==> config.mk <==
export PLATFORM = sky130hd
export DESIGN_NAME = pfif_top
export DESIGN_NICKNAME = d
export VERILOG_FILES = /design/src/design/pfif_pkg.sv /design/src/design/pfif_sync_edge.sv /design/src/design/pfif_top.sv
export VERILOG_INCLUDE_DIRS = /design/src /design/src/design
export SDC_FILE = /design/constraint.sdc
export NUM_CORES = 1
export LEC_CHECK = 0
export ABC_AREA = 1
export BUFFER_PORTS_ARGS = -buffer_cell sky130_fd_sc_hd__buf_2
export CAP_MARGIN = 20
export CORE_MARGIN = 3
export CORE_UTILIZATION = 51
export CTS_CLUSTER_DIAMETER = 50
export DETAILED_ROUTE_END_ITERATION = 10
export PLACE_DENSITY = 0.75
export RECOVER_POWER = 50
export SETUP_SLACK_MARGIN = 0.02
export SLEW_MARGIN = 15
export SYNTH_ARGS = -nofsm -noshare
export SYNTH_HDL_FRONTEND = slang
export SYNTH_SLANG_ARGS = --single-unit
export TNS_END_PERCENT = 30
==> constraint.sdc <==
create_clock -name sys_clk -period 3.4 [get_ports sys_clk]
set_input_delay 1.02 -clock sys_clk [delete_from_list [all_inputs] [get_ports sys_clk]]
set_output_delay 1.02 -clock sys_clk [all_outputs]
set_load 0.005 [all_outputs]
==> src/design/pfif_map.svh <==
/*
  Register offsets, bit positions and reset values of the power fault
  interrupt flag block.
  Assumes inclusion by bare name from the design files.
*/
`ifndef PFIF_MAP_SVH
`define PFIF_MAP_SVH

// ****************************************************************
// Register offsets
// ****************************************************************
`define PFIF_ADDR_MASK1 8'h03
`define PFIF_ADDR_MASK2 8'h04
`define PFIF_ADDR_ACK1 8'h05
`define PFIF_ADDR_ACK2 8'h06
`define PFIF_ADDR_PGMASK 8'h07

// ****************************************************************
// Reset values
// ****************************************************************
`define PFIF_RST_MASK1 8'h00
`define PFIF_RST_MASK2 8'h00
`define PFIF_RST_ACK 8'h00
`define PFIF_RST_PGMASK 8'h00
`define PFIF_RDATA_NONE 8'h00

// ****************************************************************
// Bit positions in the event mask and misc flags
// ****************************************************************
`define PFIF_B_ADC_DONE 7
`define PFIF_B_ANALOG_HIZ 6
`define PFIF_B_PIN_TWO 5
`define PFIF_B_PIN_ONE 4
`define PFIF_B_THERMAL 3
`define PFIF_B_CHARGER 2
`define PFIF_B_CONV_HI 1
`define PFIF_B_CONV_LO 0

// Supply flags: boost converter slot records over-voltage
`define PFIF_B_BOOST_THREE 5
// Charger state: battery discharge bit never raises an event
`define PFIF_B_BAT_DISCH 7

`endif

==> src/design/pfif_pkg.sv <==
/*
  Types shared by the power fault interrupt flag block.
  Assumes nothing of its surroundings.
*/
package pfif_pkg;
  typedef logic [7:0] pfif_byte_t;
  typedef logic [9:0] pfif_pins_t;
endpackage

==> src/design/pfif_sync_edge.sv <==
/*
  Two-stage synchroniser with rise and any-edge detection per bit.
  Assumes asynchronous inputs and a single system clock.
*/
`timescale 1ns/1ps
`default_nettype none

module pfif_sync_edge #(
  parameter int W = 10
) (
  // Clock and reset
  input wire logic sys_clk,
  input wire logic rst,
  // Asynchronous levels
  input wire logic [W-1:0] async_in,
  // Synchronised outputs
  output logic [W-1:0] level,
  output logic [W-1:0] rise,
  output logic [W-1:0] edge_any
);

  logic [W-1:0] meta_r;
  logic [W-1:0] sync_r;
  logic [W-1:0] prev_r;

  // ****************************************************************
  // Synchroniser and history
  // ****************************************************************
  always_ff @(posedge sys_clk or posedge rst) begin
    if (rst) begin
      meta_r <= '0;
      sync_r <= '0;
      prev_r <= '0;
    end else begin
      meta_r <= async_in;
      sync_r <= meta_r;
      prev_r <= sync_r;
    end
  end

  assign level = sync_r;
  assign rise = sync_r & ~prev_r;
  assign edge_any = sync_r ^ prev_r;

endmodule

`default_nettype wire

==> src/design/pfif_top.sv <==
/*
  Interrupt flags, masks and power-good fault mask of a power manager.
  Assumes a register port fed by the serial host interface, internal
  event sources on sys_clk, and fault and pin levels from outside.
*/
// Contract
// (RL1) Event mask two readable, one blocks source
// (RL2) Pin edges set own flag, maskable
// (RL3) Supply faults set flags; host writes zero
// (RL4) Boost converter flag records over-voltage fault
// (RL5) Misc flags read-only, set by events
// (RL6) Fault mask excludes supply from reporting
// (RL7) Interrupt line driven low on request
// (RL8) Battery discharge bit never raises interrupt
// (RL9) Line low while any unmasked flag set
`timescale 1ns/1ps
`default_nettype none
`include "pfif_map.svh"

module pfif_top (
  // Clock and reset
  input wire logic sys_clk,
  input wire logic rst,
  // Register port
  input wire logic reg_wr,
  input wire logic reg_rd,
  input wire logic [7:0] reg_addr,
  input wire logic [7:0] reg_wdata,
  output logic [7:0] reg_rdata,
  // Supply fault levels, bit 5 is boost over-voltage
  input wire logic [7:0] supply_fault_in,
  // General purpose pins
  input wire logic general_pin_one,
  input wire logic general_pin_two,
  // Internal event sources on sys_clk
  input wire logic adc_done,
  input wire logic analog_sense_hiz,
  input wire logic thermal_fault,
  input wire logic conv_above_limit,
  input wire logic conv_below_limit,
  input wire logic [7:0] charger_state_reg,
  // Host interrupt, active low
  output logic int_n
);

  pfif_pkg::pfif_byte_t mask1_r, mask2_r, pgmask_r;
  pfif_pkg::pfif_byte_t ack1_r, ack1_nxt, ack2_r, ack2_nxt;
  pfif_pkg::pfif_byte_t rdata_r, rdata_nxt;
  pfif_pkg::pfif_byte_t chg_prev_r, src_prev_r;
  pfif_pkg::pfif_byte_t sup_rise, ack1_set, ack2_set, src_now;
  pfif_pkg::pfif_byte_t ack1_keep, ack2_keep;
  pfif_pkg::pfif_pins_t pin_level, pin_rise, pin_edge;
  logic int_n_r;
  logic pending;
  logic charger_change;

  function automatic logic hit(input logic acc, input logic [7:0] a,
                               input logic [7:0] off);
    hit = acc && (a == off);
  endfunction

  // ****************************************************************
  // Synchronise outside levels
  // ****************************************************************
  pfif_sync_edge #(.W(10)) u_sync (
    .sys_clk(sys_clk),
    .rst(rst),
    .async_in({general_pin_two, general_pin_one, supply_fault_in}),
    .level(pin_level),
    .rise(pin_rise),
    .edge_any(pin_edge)
  );

  // ****************************************************************
  // Event detection
  // ****************************************************************
  // (RL3) (RL4) (RL6) Unmasked supply fault rise sets flag
  assign sup_rise = pin_rise[7:0];
  assign ack1_set = sup_rise & ~pgmask_r;

  // (RL8) Charger change ignores discharge bit
  assign charger_change =
    |((charger_state_reg ^ chg_prev_r) &
      ~(8'h01 << `PFIF_B_BAT_DISCH));

  assign src_now = {adc_done, analog_sense_hiz, 2'b00, thermal_fault,
                    1'b0, conv_above_limit, conv_below_limit};

  // (RL2) (RL5) Misc flags set on event edges
  assign ack2_set = (src_now & ~src_prev_r) |
                    ({2'b00, pin_edge[9], pin_edge[8], 4'h0}) |
                    ({5'h00, charger_change, 2'b00});

  // ****************************************************************
  // Flag update, set wins over clear
  // ****************************************************************
  // (RL3) Host clears supply flag by writing zero
  assign ack1_keep = hit(reg_wr, reg_addr, `PFIF_ADDR_ACK1) ?
                     reg_wdata : 8'hFF;
  assign ack1_nxt = ack1_set | (ack1_r & ack1_keep);
  // (RL5) Misc flags read-only, cleared by reading
  assign ack2_keep = hit(reg_rd, reg_addr, `PFIF_ADDR_ACK2) ?
                     8'h00 : 8'hFF;
  assign ack2_nxt = ack2_set | (ack2_r & ack2_keep);

  // (RL9) Pending when any unmasked flag stands
  assign pending = |(ack1_r & ~mask1_r) | |(ack2_r & ~mask2_r);

  // ****************************************************************
  // Read mux
  // ****************************************************************
  assign rdata_nxt =
    (reg_addr == `PFIF_ADDR_MASK1)  ? mask1_r :
    (reg_addr == `PFIF_ADDR_MASK2)  ? mask2_r :
    (reg_addr == `PFIF_ADDR_ACK1)   ? ack1_r :
    (reg_addr == `PFIF_ADDR_ACK2)   ? ack2_r :
    (reg_addr == `PFIF_ADDR_PGMASK) ? pgmask_r : `PFIF_RDATA_NONE;

  // ****************************************************************
  // Registers
  // ****************************************************************
  always_ff @(posedge sys_clk or posedge rst) begin
    if (rst) begin
      mask1_r <= `PFIF_RST_MASK1;
      mask2_r <= `PFIF_RST_MASK2;
      pgmask_r <= `PFIF_RST_PGMASK;
    end else begin
      if (hit(reg_wr, reg_addr, `PFIF_ADDR_MASK1)) begin
        mask1_r <= reg_wdata;
      end
      // (RL1) Host writes event mask two
      if (hit(reg_wr, reg_addr, `PFIF_ADDR_MASK2)) begin
        mask2_r <= reg_wdata;
      end
      // (RL6) Host writes fault mask
      if (hit(reg_wr, reg_addr, `PFIF_ADDR_PGMASK)) begin
        pgmask_r <= reg_wdata;
      end
    end
  end

  always_ff @(posedge sys_clk or posedge rst) begin
    if (rst) begin
      ack1_r <= `PFIF_RST_ACK;
      ack2_r <= `PFIF_RST_ACK;
      chg_prev_r <= 8'h00;
      src_prev_r <= 8'h00;
    end else begin
      ack1_r <= ack1_nxt;
      ack2_r <= ack2_nxt;
      chg_prev_r <= charger_state_reg;
      src_prev_r <= src_now;
    end
  end

  always_ff @(posedge sys_clk or posedge rst) begin
    if (rst) begin
      rdata_r <= `PFIF_RDATA_NONE;
      int_n_r <= 1'b1;
    end else begin
      if (reg_rd) begin
        rdata_r <= rdata_nxt;
      end
      // (RL7) Line goes low on pending request
      int_n_r <= ~pending;
    end
  end

  assign reg_rdata = rdata_r;
  assign int_n = int_n_r;

  // ****************************************************************
  // Checks
  // ****************************************************************
  a_mask2_write: assert property ( // (RL1)
    @(posedge sys_clk) disable iff (rst)
    hit(reg_wr, reg_addr, `PFIF_ADDR_MASK2) |=> mask2_r == $past(reg_wdata))
    else $error("event mask two not stored");

  a_mask2_blocks: assert property ( // (RL1)
    @(posedge sys_clk) disable iff (rst)
    (ack1_r == 8'h00 && (ack2_r & ~mask2_r) == 8'h00) |=> int_n)
    else $error("masked misc flag raised interrupt");

  a_pin_edge_flag: assert property ( // (RL2)
    @(posedge sys_clk) disable iff (rst)
    (pin_edge[8] || pin_edge[9]) |=>
      (ack2_r[`PFIF_B_PIN_ONE] || !$past(pin_edge[8])) &&
      (ack2_r[`PFIF_B_PIN_TWO] || !$past(pin_edge[9])))
    else $error("pin edge did not set its flag");

  a_ack1_clear: assert property ( // (RL3)
    @(posedge sys_clk) disable iff (rst)
    (hit(reg_wr, reg_addr, `PFIF_ADDR_ACK1) && ack1_set == 8'h00) |=>
      ack1_r == ($past(ack1_r) & $past(reg_wdata)))
    else $error("supply flag write-zero clear wrong");

  a_boost_ovp: assert property ( // (RL4)
    @(posedge sys_clk) disable iff (rst)
    (sup_rise[`PFIF_B_BOOST_THREE] && !pgmask_r[`PFIF_B_BOOST_THREE]) |=>
      ack1_r[`PFIF_B_BOOST_THREE])
    else $error("boost over-voltage flag not set");

  a_ack2_readonly: assert property ( // (RL5)
    @(posedge sys_clk) disable iff (rst)
    (hit(reg_wr, reg_addr, `PFIF_ADDR_ACK2) && !reg_rd &&
     ack2_set == 8'h00) |=> $stable(ack2_r))
    else $error("misc flags changed by a write");

  a_pgmask_excl: assert property ( // (RL6)
    @(posedge sys_clk) disable iff (rst)
    (sup_rise != 8'h00 && ack1_r == 8'h00 && !reg_wr) |=>
      (ack1_r & $past(pgmask_r)) == 8'h00)
    else $error("masked supply reported a fault");

  a_bat_no_int: assert property ( // (RL8)
    @(posedge sys_clk) disable iff (rst)
    ($past(charger_state_reg[6:0]) == charger_state_reg[6:0] &&
     !ack2_r[`PFIF_B_CHARGER] && !reg_rd) |=> !ack2_r[`PFIF_B_CHARGER])
    else $error("battery discharge bit raised a charger flag");

  a_int_follows: assert property ( // (RL9)
    @(posedge sys_clk) disable iff (rst)
    pending |=> !int_n)
    else $error("interrupt not asserted for pending flag");

  a_int_release: assert property ( // (RL7)
    @(posedge sys_clk) disable iff (rst)
    !pending ##1 !pending |-> int_n)
    else $error("interrupt held without pending flag");

endmodule

`default_nettype wire
==> flow_summary.yaml, run 1 <==
synth:
  ys_seq_elements: 91
  ys_seq_area_share_pct: 61.3
  synthCells: 365
  syn-cell-area_um2: 3720
  ys_types: 32
  yosysTopAreaCellShare_pct: 60.5
  avgSynthCellArea_um2: 10.2
  ys_warn_count: 0
  synth_top_area_cell: "dfrtp_1"
  synth_nets: 408
  synth.area.top_cells: "dfrtp_1 (61%), nand2_1 (7.3%), inv_1 (5.3%)"
die:
  die_w_um: 91.4
  initial_core_util_pct: 53.6
  dieArea_um2: 8350
  rows: 30
  coreArea_um2: 6940
  io_pins: 52
  die_y_um: 91.4
timing:
  worstMarginPinSlew_ns: 1.31
  fin_crit_sh_pct: 68.7
  fmax_mhz: 428
  tns_ns: 0
  rsz0062_at_grt: "no"
  slew_headroom_pct: 12.4
  slew_violations: 0
  setup_violations: 0
  min_period_ns: 2.34
  finalHoldViolations: 0
  skew_ns: 0.0101
place:
  io_buffers: 50
  place_congestion: 0.822
  dpl.hpwl_mm: 5.04
  dpl.cell_count: 507
routing:
  drt_iter0_drc: 163
  drc: 0
  drtAntennaViolNets: 0
  viasPerCell: 4.90
  wl_met2_mm: 3.14
  top_layer_used: "met4"
  wl_per_cell_um: 13.2
  drt_pass1_iterations: 4
  wl_met1_mm: 3.30
  route.met3.wl_um: 322
  vias: 2561
  routed_wl_mm: 6.90
global_routing:
  grt_max_degree: 57
  antenna_found_initial: 0
  gr-total-overflow: 0
  grt_pass1_vias: 2633
  grt_use_total_pct: 18.5
  grt_pass1_wl_mm: 12.2
clock_tree:
  post_cts_buffers: 0
  cts-root-buf: "clkbuf_8"
  post_cts_resized: 0
  cts_tree: "done"
  insertion_delay_ns: 0.36
  path_clk_slew_ns: 0.09
  cts.sinks: 91
  cts_buffers: 9
  cts_hold_buffers: 0
  clk_path_buf_depth: 2
  cts.htree.levels: 3
setup_path:
  worst-path-max-fanout: 56
  critPathLaunch: "rst"
  cp_slowest_cell: "clkbuf_2"
  critPathCaptureType: "asynchronous set/reset pin"
  worstSetupPathType: "in2async"
  r2r-start: "chg_prev_r[5]"
  cp.required_ns: 3.66
  max_stage_delay_ns: 1.05
  crit_chain: "clkbuf_1 > clkinvlp_2 > clkbuf_2"
  worst_setup_path_start_kind: "input pin"
  arrival_ns: 2.60
finish:
  final_nets: 465
  drive_gt1_share_pct: 22.7
  syn2layout_area_growth_pct: 13.3
  diodes: 0
  layout_commonest_cell: "dfrtp_1"
  fillCellCount: 616
  fin_cells: 523
  utilization_pct: 60.7
  final_cell_mix: "dfrtp_1 (90), nand2_1 (72), inv_1 (52), buf_2 (40), o21ai_0 (25)"
pwr:
  p_leak_nw: 2.18
  seq_power_share_pct: 59.1
  p_clk_share_pct: 34.4
  ir_drop_v: 0.000269
  switching_share_pct: 25.5
  intPower_mw: 1.44
  power_mw: 1.93
  p_comb_share_pct: 6.4
  powerDensity_nw_per_um2: 458
  p_sw_mw: 0.492
outcome:
  status: "finished clean"
job:
  drv_cap: 0
hold_path:
  worstHoldStart: "u_sync.meta_r[4]"
  min_path_type: "reg2reg"
==> critical path: cells and delay by family <==
kind / cells / cell delay (ns)
buffers and inverters: 3 / 1.53
==> routing by layer <==
layer | global-route usage (%) | vias up
li1 | - | 1282
met3 | 3.81 | 13
met4 | 8.17 | 0
met1 | 26.3 | 1201
met2 | 27.6 | 65
met5 | 0 | -
==> cells in the mapped netlist <==
master / number
o31ai_1: 1
o211ai_1: 1
dfrtp_1: 90
nor2_8: 3
a21oi_1: 16
nand4_2: 1
nand2_2: 6
o21ai_0: 25
nand4_1: 1
inv_1: 53
dfstp_2: 1
nand3_4: 1
nand3_1: 12
xnor2_1: 7
buf_4: 1
or2_2: 1
nand2_4: 3
clkbuf_1: 1
o21ai_2: 16
inv_2: 2
o21ai_1: 8
buf_2: 1
nor2_4: 2
nor2_1: 21
buf_6: 3
o22ai_1: 11
nor4_4: 1
inv_4: 1
nor3_1: 1
nand3_2: 1
nor2_2: 1
nand2_1: 72
==> cell families after synthesis <==
kind of cell,share of synthesized area (%)
AOI/OAI and AO/OA,12.6
DFF,61.3
buffers and inverters,7.06
and+or+nand+nor,17.4
xor gates and xnor gates,1.65
==> metrics by stage <==
step	setup WS (ns)	hold WS, ns	instance area (um2)
after floorplan	1.32	0.331	3720
after global placement	1.08	0.331	4070
after detailed placement	1.04	0.335	4070
after CTS	1.40	0.356	4250
after global routing	0.656	0.362	4220
final	1.06	0.353	4220
==> power groups by stage <==
| stage | clock, mW | sequential [mW] | combinational, mW |
|---|---|---|---|
| 2_1_floorplan | 0 | 1.16 | 0.0788 |
| 3_3_place_gp | 0 | 1.16 | 0.126 |
| 3_5_place_dp | 0 | 1.16 | 0.131 |
| 4_1_cts | 0.681 | 1.14 | 0.132 |
| 5_1_grt | 0.731 | 1.15 | 0.143 |
| 6_report | 0.665 | 1.14 | 0.124 |
==> worst paths after layout <==
path,endpoint,slack (ns),cells after the start
min,u_sync.level[4],0.35,0
max in group sys_clk,int_n,1.41,1
max reg2reg,ack2_r[2],2.28,4
max,ack2_r[3],1.06,3
min in group asynchronous,u_sync.meta_r[8],0.68,2
min reg2reg,u_sync.level[4],0.35,0
==> area by class of cell <==
class / count / area, um2 / area share [%]
sequential: 91 / 2280 / 54.1
clock buffer: 10 / 128 / 3.03
multi-input combinational: 212 / 1180 / 28.0
clock inverter: 6 / 50.0 / 1.19
tap: 96 / 120 / 2.85
inverter: 56 / 214 / 5.08
timing repair buffer: 52 / 246 / 5.85
(Power assumes the default switching activity.)
==> inputs of run 2 (changes only) <==
- clock period: 3.4 -> 2 ns (I/O delays scaled with it)
==> flow_summary.yaml, run 2 (same netlist as run 1, synthesis figures left out) <==
finish:
  seq_area_um2: 2280
  layout_commonest_cell: "dfrtp_1"
  fillCellCount: 571
  multiInputGateArea_um2: 1180
  drive_gt1_share_pct: 23.4
  fin_cells: 527
  final_cell_mix: "dfrtp_1 (90), nand2_1 (72), inv_1 (52), buf_2 (38), o21ai_0 (25)"
  utilization_pct: 61.4
  syn2layout_area_growth_pct: 14.6
  final_nets: 469
  final_area_um2: 4260
  diodes: 0
outcome:
  status: "finished clean"
routing:
  drtAntennaViolNets: 0
  vias: 2571
  viasPerCell: 4.88
  routed_wl_mm: 6.91
  wl_per_cell_um: 13.1
  drc: 0
  drt_pass1_iterations: 4
  drt_iter0_drc: 181
hold_path:
  hold_depth: 1
  min_path_type: "in2reg"
  min_to: "u_sync.meta_r[3]"
  worstHoldStart: "supply_fault_in[3]"
setup_path:
  worst-path-max-fanout: 1
  critPathCaptureType: "primary output"
  arrival_ns: 0.98
  max_stage_delay_ns: 0.52
  cp_slowest_cell: "dfstp_2"
  worst_setup_path_start_kind: "flip-flop"
  worstSetupPathType: "reg2out"
  crit_chain: "buf_2"
  r2r-start: "chg_prev_r[5]"
  cp.required_ns: 1.40
  critPathLaunch: "int_n"
  r2r_slack_ns: 0.87
  r2r_cells: 4
  worst_r2r_endpoint: "ack2_r[2]"
  cp_top_family: "flip-flops"
  crit_buf_inv: 1
clock_tree:
  cts_hold_buffers: 0
  path_clk_slew_ns: 0.10
  post_cts_buffers: 0
  cts-root-buf: "clkbuf_8"
  cts_tree: "done"
  cts.sinks: 91
  clk_path_buf_depth: 2
  cts_buffers: 9
  insertion_delay_ns: 0.36
  cts.htree.levels: 3
  post_cts_resized: 0
die:
  dieArea_um2: 8350
  die_w_um: 91.4
  rows: 30
  initial_core_util_pct: 53.6
  die_y_um: 91.4
  io_pins: 52
  coreArea_um2: 6940
pwr:
  power_mw: 3.31
  p_leak_nw: 2.21
  ir_drop_v: 0.000430
  powerDensity_nw_per_um2: 776
timing:
  setup_violations: 0
  slew_violations: 0
  fmax_mhz: 634
  fin_ws_ns: 0.423
  tns_ns: 0
  fin_crit_sh_pct: 78.9
  rsz0062_at_grt: "no"
  min_period_ns: 1.58
  whs_ns: 0.335
  slew_headroom_pct: 42.4
  skew_ns: 0.00880
  worstMarginPinSlew_ns: 0.860
  finalHoldViolations: 0
place:
  place_congestion: 0.829
  pre_cts_slack_ns: 0.190
  io_buffers: 50
  dpl.hpwl_mm: 5.15
  dpl-instance-area_um2: 4110
  dpl.cell_count: 511
global_routing:
  grt_use_total_pct: 18.6
  grt_pass1_wl_mm: 12.2
  antenna_found_initial: 0
  grt_pass1_vias: 2538
  gr-total-overflow: 0
  grt_max_degree: 45
job:
  drv_cap: 0
[run 2: where the power goes]
group / internal, mW / switching, mW / total, mW
Sequential: 1.91 / 0.0345 / 1.94
Combinational: 0.0786 / 0.138 / 0.217
Clock: 0.471 / 0.679 / 1.15
Total: 2.46 / 0.851 / 3.31
[run 2: worst max path at each step]
| stage | cells past startpoint | slack (ns) | to |
|---|---|---|---|
| after floorplan | 1 | 0.34 | ack1_r[0] |
| after global placement | 11 | 0.25 | reg_rdata[7] |
| after detailed placement | 7 | 0.19 | ack1_r[6] |
| after CTS | 1 | 0.41 | int_n |
| after global routing | 3 | 0.24 | reg_rdata[4] |
| final | 1 | 0.42 | int_n |
[run 2: layout make-up]
class | count | share of cell area (%)
sequential | 91 | 53.4
multi-input combinational | 212 | 27.6
timing repair buffer | 56 | 6.81
inverter | 56 | 5.02
clock buffer | 9 | 2.91
tap | 96 | 2.82
clock inverter | 7 | 1.35
[run 2: layer usage]
metal | GRT usage (%) | up-vias | share of wire (%)
li1 | - | 1287 | -
met1 | 26.9 | 1213 | 47
met2 | 27.2 | 62 | 47
met3 | 3.15 | 9 | 4.7
met4 | 9.30 | 0 | 1.7
met5 | 0 | - | 0
==> inputs of run 3 (changes only) <==
- clock period: 2 -> 1.4 ns (I/O delays scaled with it)
==> flow_summary.yaml, run 3 (same netlist as run 1, synthesis figures left out) <==
outcome:
  status: "finished clean"
place:
  io_buffers: 50
  dpl.hpwl_mm: 5.14
  place_congestion: 0.849
  pre_cts_slack_ns: -0.190
setup_path:
  worst_setup_path_start_kind: "flip-flop"
  crit_chain: "buf_6"
  cp_slowest_cell: "dfstp_2"
  crit_buf_inv: 1
  worstSetupPathType: "reg2out"
  cp.required_ns: 0.98
  cp_top_family: "flip-flops"
  worst-path-max-fanout: 1
  arrival_ns: 0.97
  max_stage_delay_ns: 0.54
  critPathCaptureType: "primary output"
routing:
  drc: 0
  drt_iter0_drc: 145
  routed_wl_mm: 7.03
  viasPerCell: 4.97
  wl_met1_mm: 3.34
  drtAntennaViolNets: 0
  vias: 2649
  wl_per_cell_um: 13.2
  route.met3.wl_um: 302
  top_layer_used: "met4"
  wl_met2_mm: 3.27
  drt_pass1_iterations: 4
timing:
  min_period_ns: 1.39
  slew_violations: 0
  rsz0062_at_grt: "yes"
  skew_ns: 0.0142
  setup_violations: 0
  fin_crit_sh_pct: 99.2
  fmax_mhz: 720
  finalHoldViolations: 0
  whs_ns: 0.165
  fin_ws_ns: 0.0116
  slew_headroom_pct: 51.3
  worstMarginPinSlew_ns: 0.730
die:
  die_w_um: 91.4
  initial_core_util_pct: 53.6
  dieArea_um2: 8350
  die_y_um: 91.4
  rows: 30
  coreArea_um2: 6940
  io_pins: 52
finish:
  layout_commonest_cell: "dfrtp_1"
  diodes: 0
  final_nets: 475
  syn2layout_area_growth_pct: 16.3
  drive_gt1_share_pct: 24.5
  final_cell_mix: "dfrtp_1 (90), nand2_1 (72), inv_1 (52), buf_2 (38), o21ai_0 (25)"
global_routing:
  grt_max_degree: 58
  antenna_found_initial: 0
  grt_pass1_wl_mm: 12.0
  grt_pass1_vias: 2681
  grt_use_total_pct: 18.3
  gr-total-overflow: 0
clock_tree:
  insertion_delay_ns: 0.36
  cts.sinks: 91
  path_clk_slew_ns: 0.08
  cts-root-buf: "clkbuf_8"
  cts.htree.levels: 3
  cts_tree: "done"
  cts_buffers: 9
  post_cts_buffers: 0
  clk_path_buf_depth: 2
pwr:
  intPower_mw: 3.51
  seq_power_share_pct: 59.1
  p_clk_share_pct: 34.1
  p_comb_share_pct: 6.7
  switching_share_pct: 25.2
  ir_drop_v: 0.000576
  p_sw_mw: 1.18
  powerDensity_nw_per_um2: 1080
  p_leak_nw: 2.24
job:
  drv_cap: 0
hold_path:
  min_path_type: "in2async"
-- run 3: cell count changes in the layout (fill, tap and decap cells not counted), sizes merged --
cell	change
clkinvlp	-1
clkinv	+2
buf	+7
inv	-2
-- run 3: power groups by stage --
stage / sequential [mW] / combinational [mW] / clock [mW]
floorplan: 2.81 / 0.191 / 0
global placement: 2.82 / 0.317 / 0
detailed placement: 2.82 / 0.330 / 0
CTS: 2.77 / 0.332 / 1.64
global route: 2.78 / 0.361 / 1.77
finish: 2.77 / 0.316 / 1.60
-- run 3: worst paths after layout --
kind,start,to,slack [ns],depth (start not counted)
setup reg to reg,chg_prev_r[6],ack2_r[2],0.27,4
hold / removal,rst,u_sync.meta_r[9],0.17,3
max in group asynchronous,rst,reg_rdata[4],0.60,3
setup / recovery,int_n,int_n,0.01,1
min in group sys_clk,supply_fault_in[4],u_sync.meta_r[4],0.17,1
hold reg to reg,u_sync.meta_r[6],u_sync.level[6],0.35,0
-- run 3: per-stage QoR --
step / total power, mW / util, % / TNS (ns) / std cells / area [um2]
floorplan: 3.00 / - / -7.46 / 365 / 3720
global placement: 3.14 / 60.1 / -2.79 / 517 / 4170
detailed placement: 3.15 / 60.1 / -4.63 / 517 / 4170
CTS: 4.74 / 62.6 / -0.00466 / 533 / 4350
global route: 4.91 / 62.3 / -0.0304 / 533 / 4330
finish: 4.69 / 62.3 / 0 / 533 / 4330
-- run 3: cell type report --
| class | count | area, um2 |
|---|---|---|
| tap | 96 | 120 |
| timing repair buffer | 62 | 358 |
| inverter | 56 | 214 |
| clock inverter | 6 | 50.0 |
| multi-input combinational | 212 | 1180 |
| sequential | 91 | 2280 |
| clock buffer | 10 | 128 |
| fill | 587 | 2620 |
-- run 3: repair_timing --
item / in CTS / in global routing
endpoints found under the setup margin: 1 / 1
hold buffers: 0 / 0
resized for setup: 0 / 1
-- run 3: metal layers --
layer / vias to the layer above / track usage, %
met5: - / 0
met1: 1270 / 25.1
met4: 0 / 8.67
li1: 1300 / -
met2: 65 / 28.2
met3: 14 / 3.56
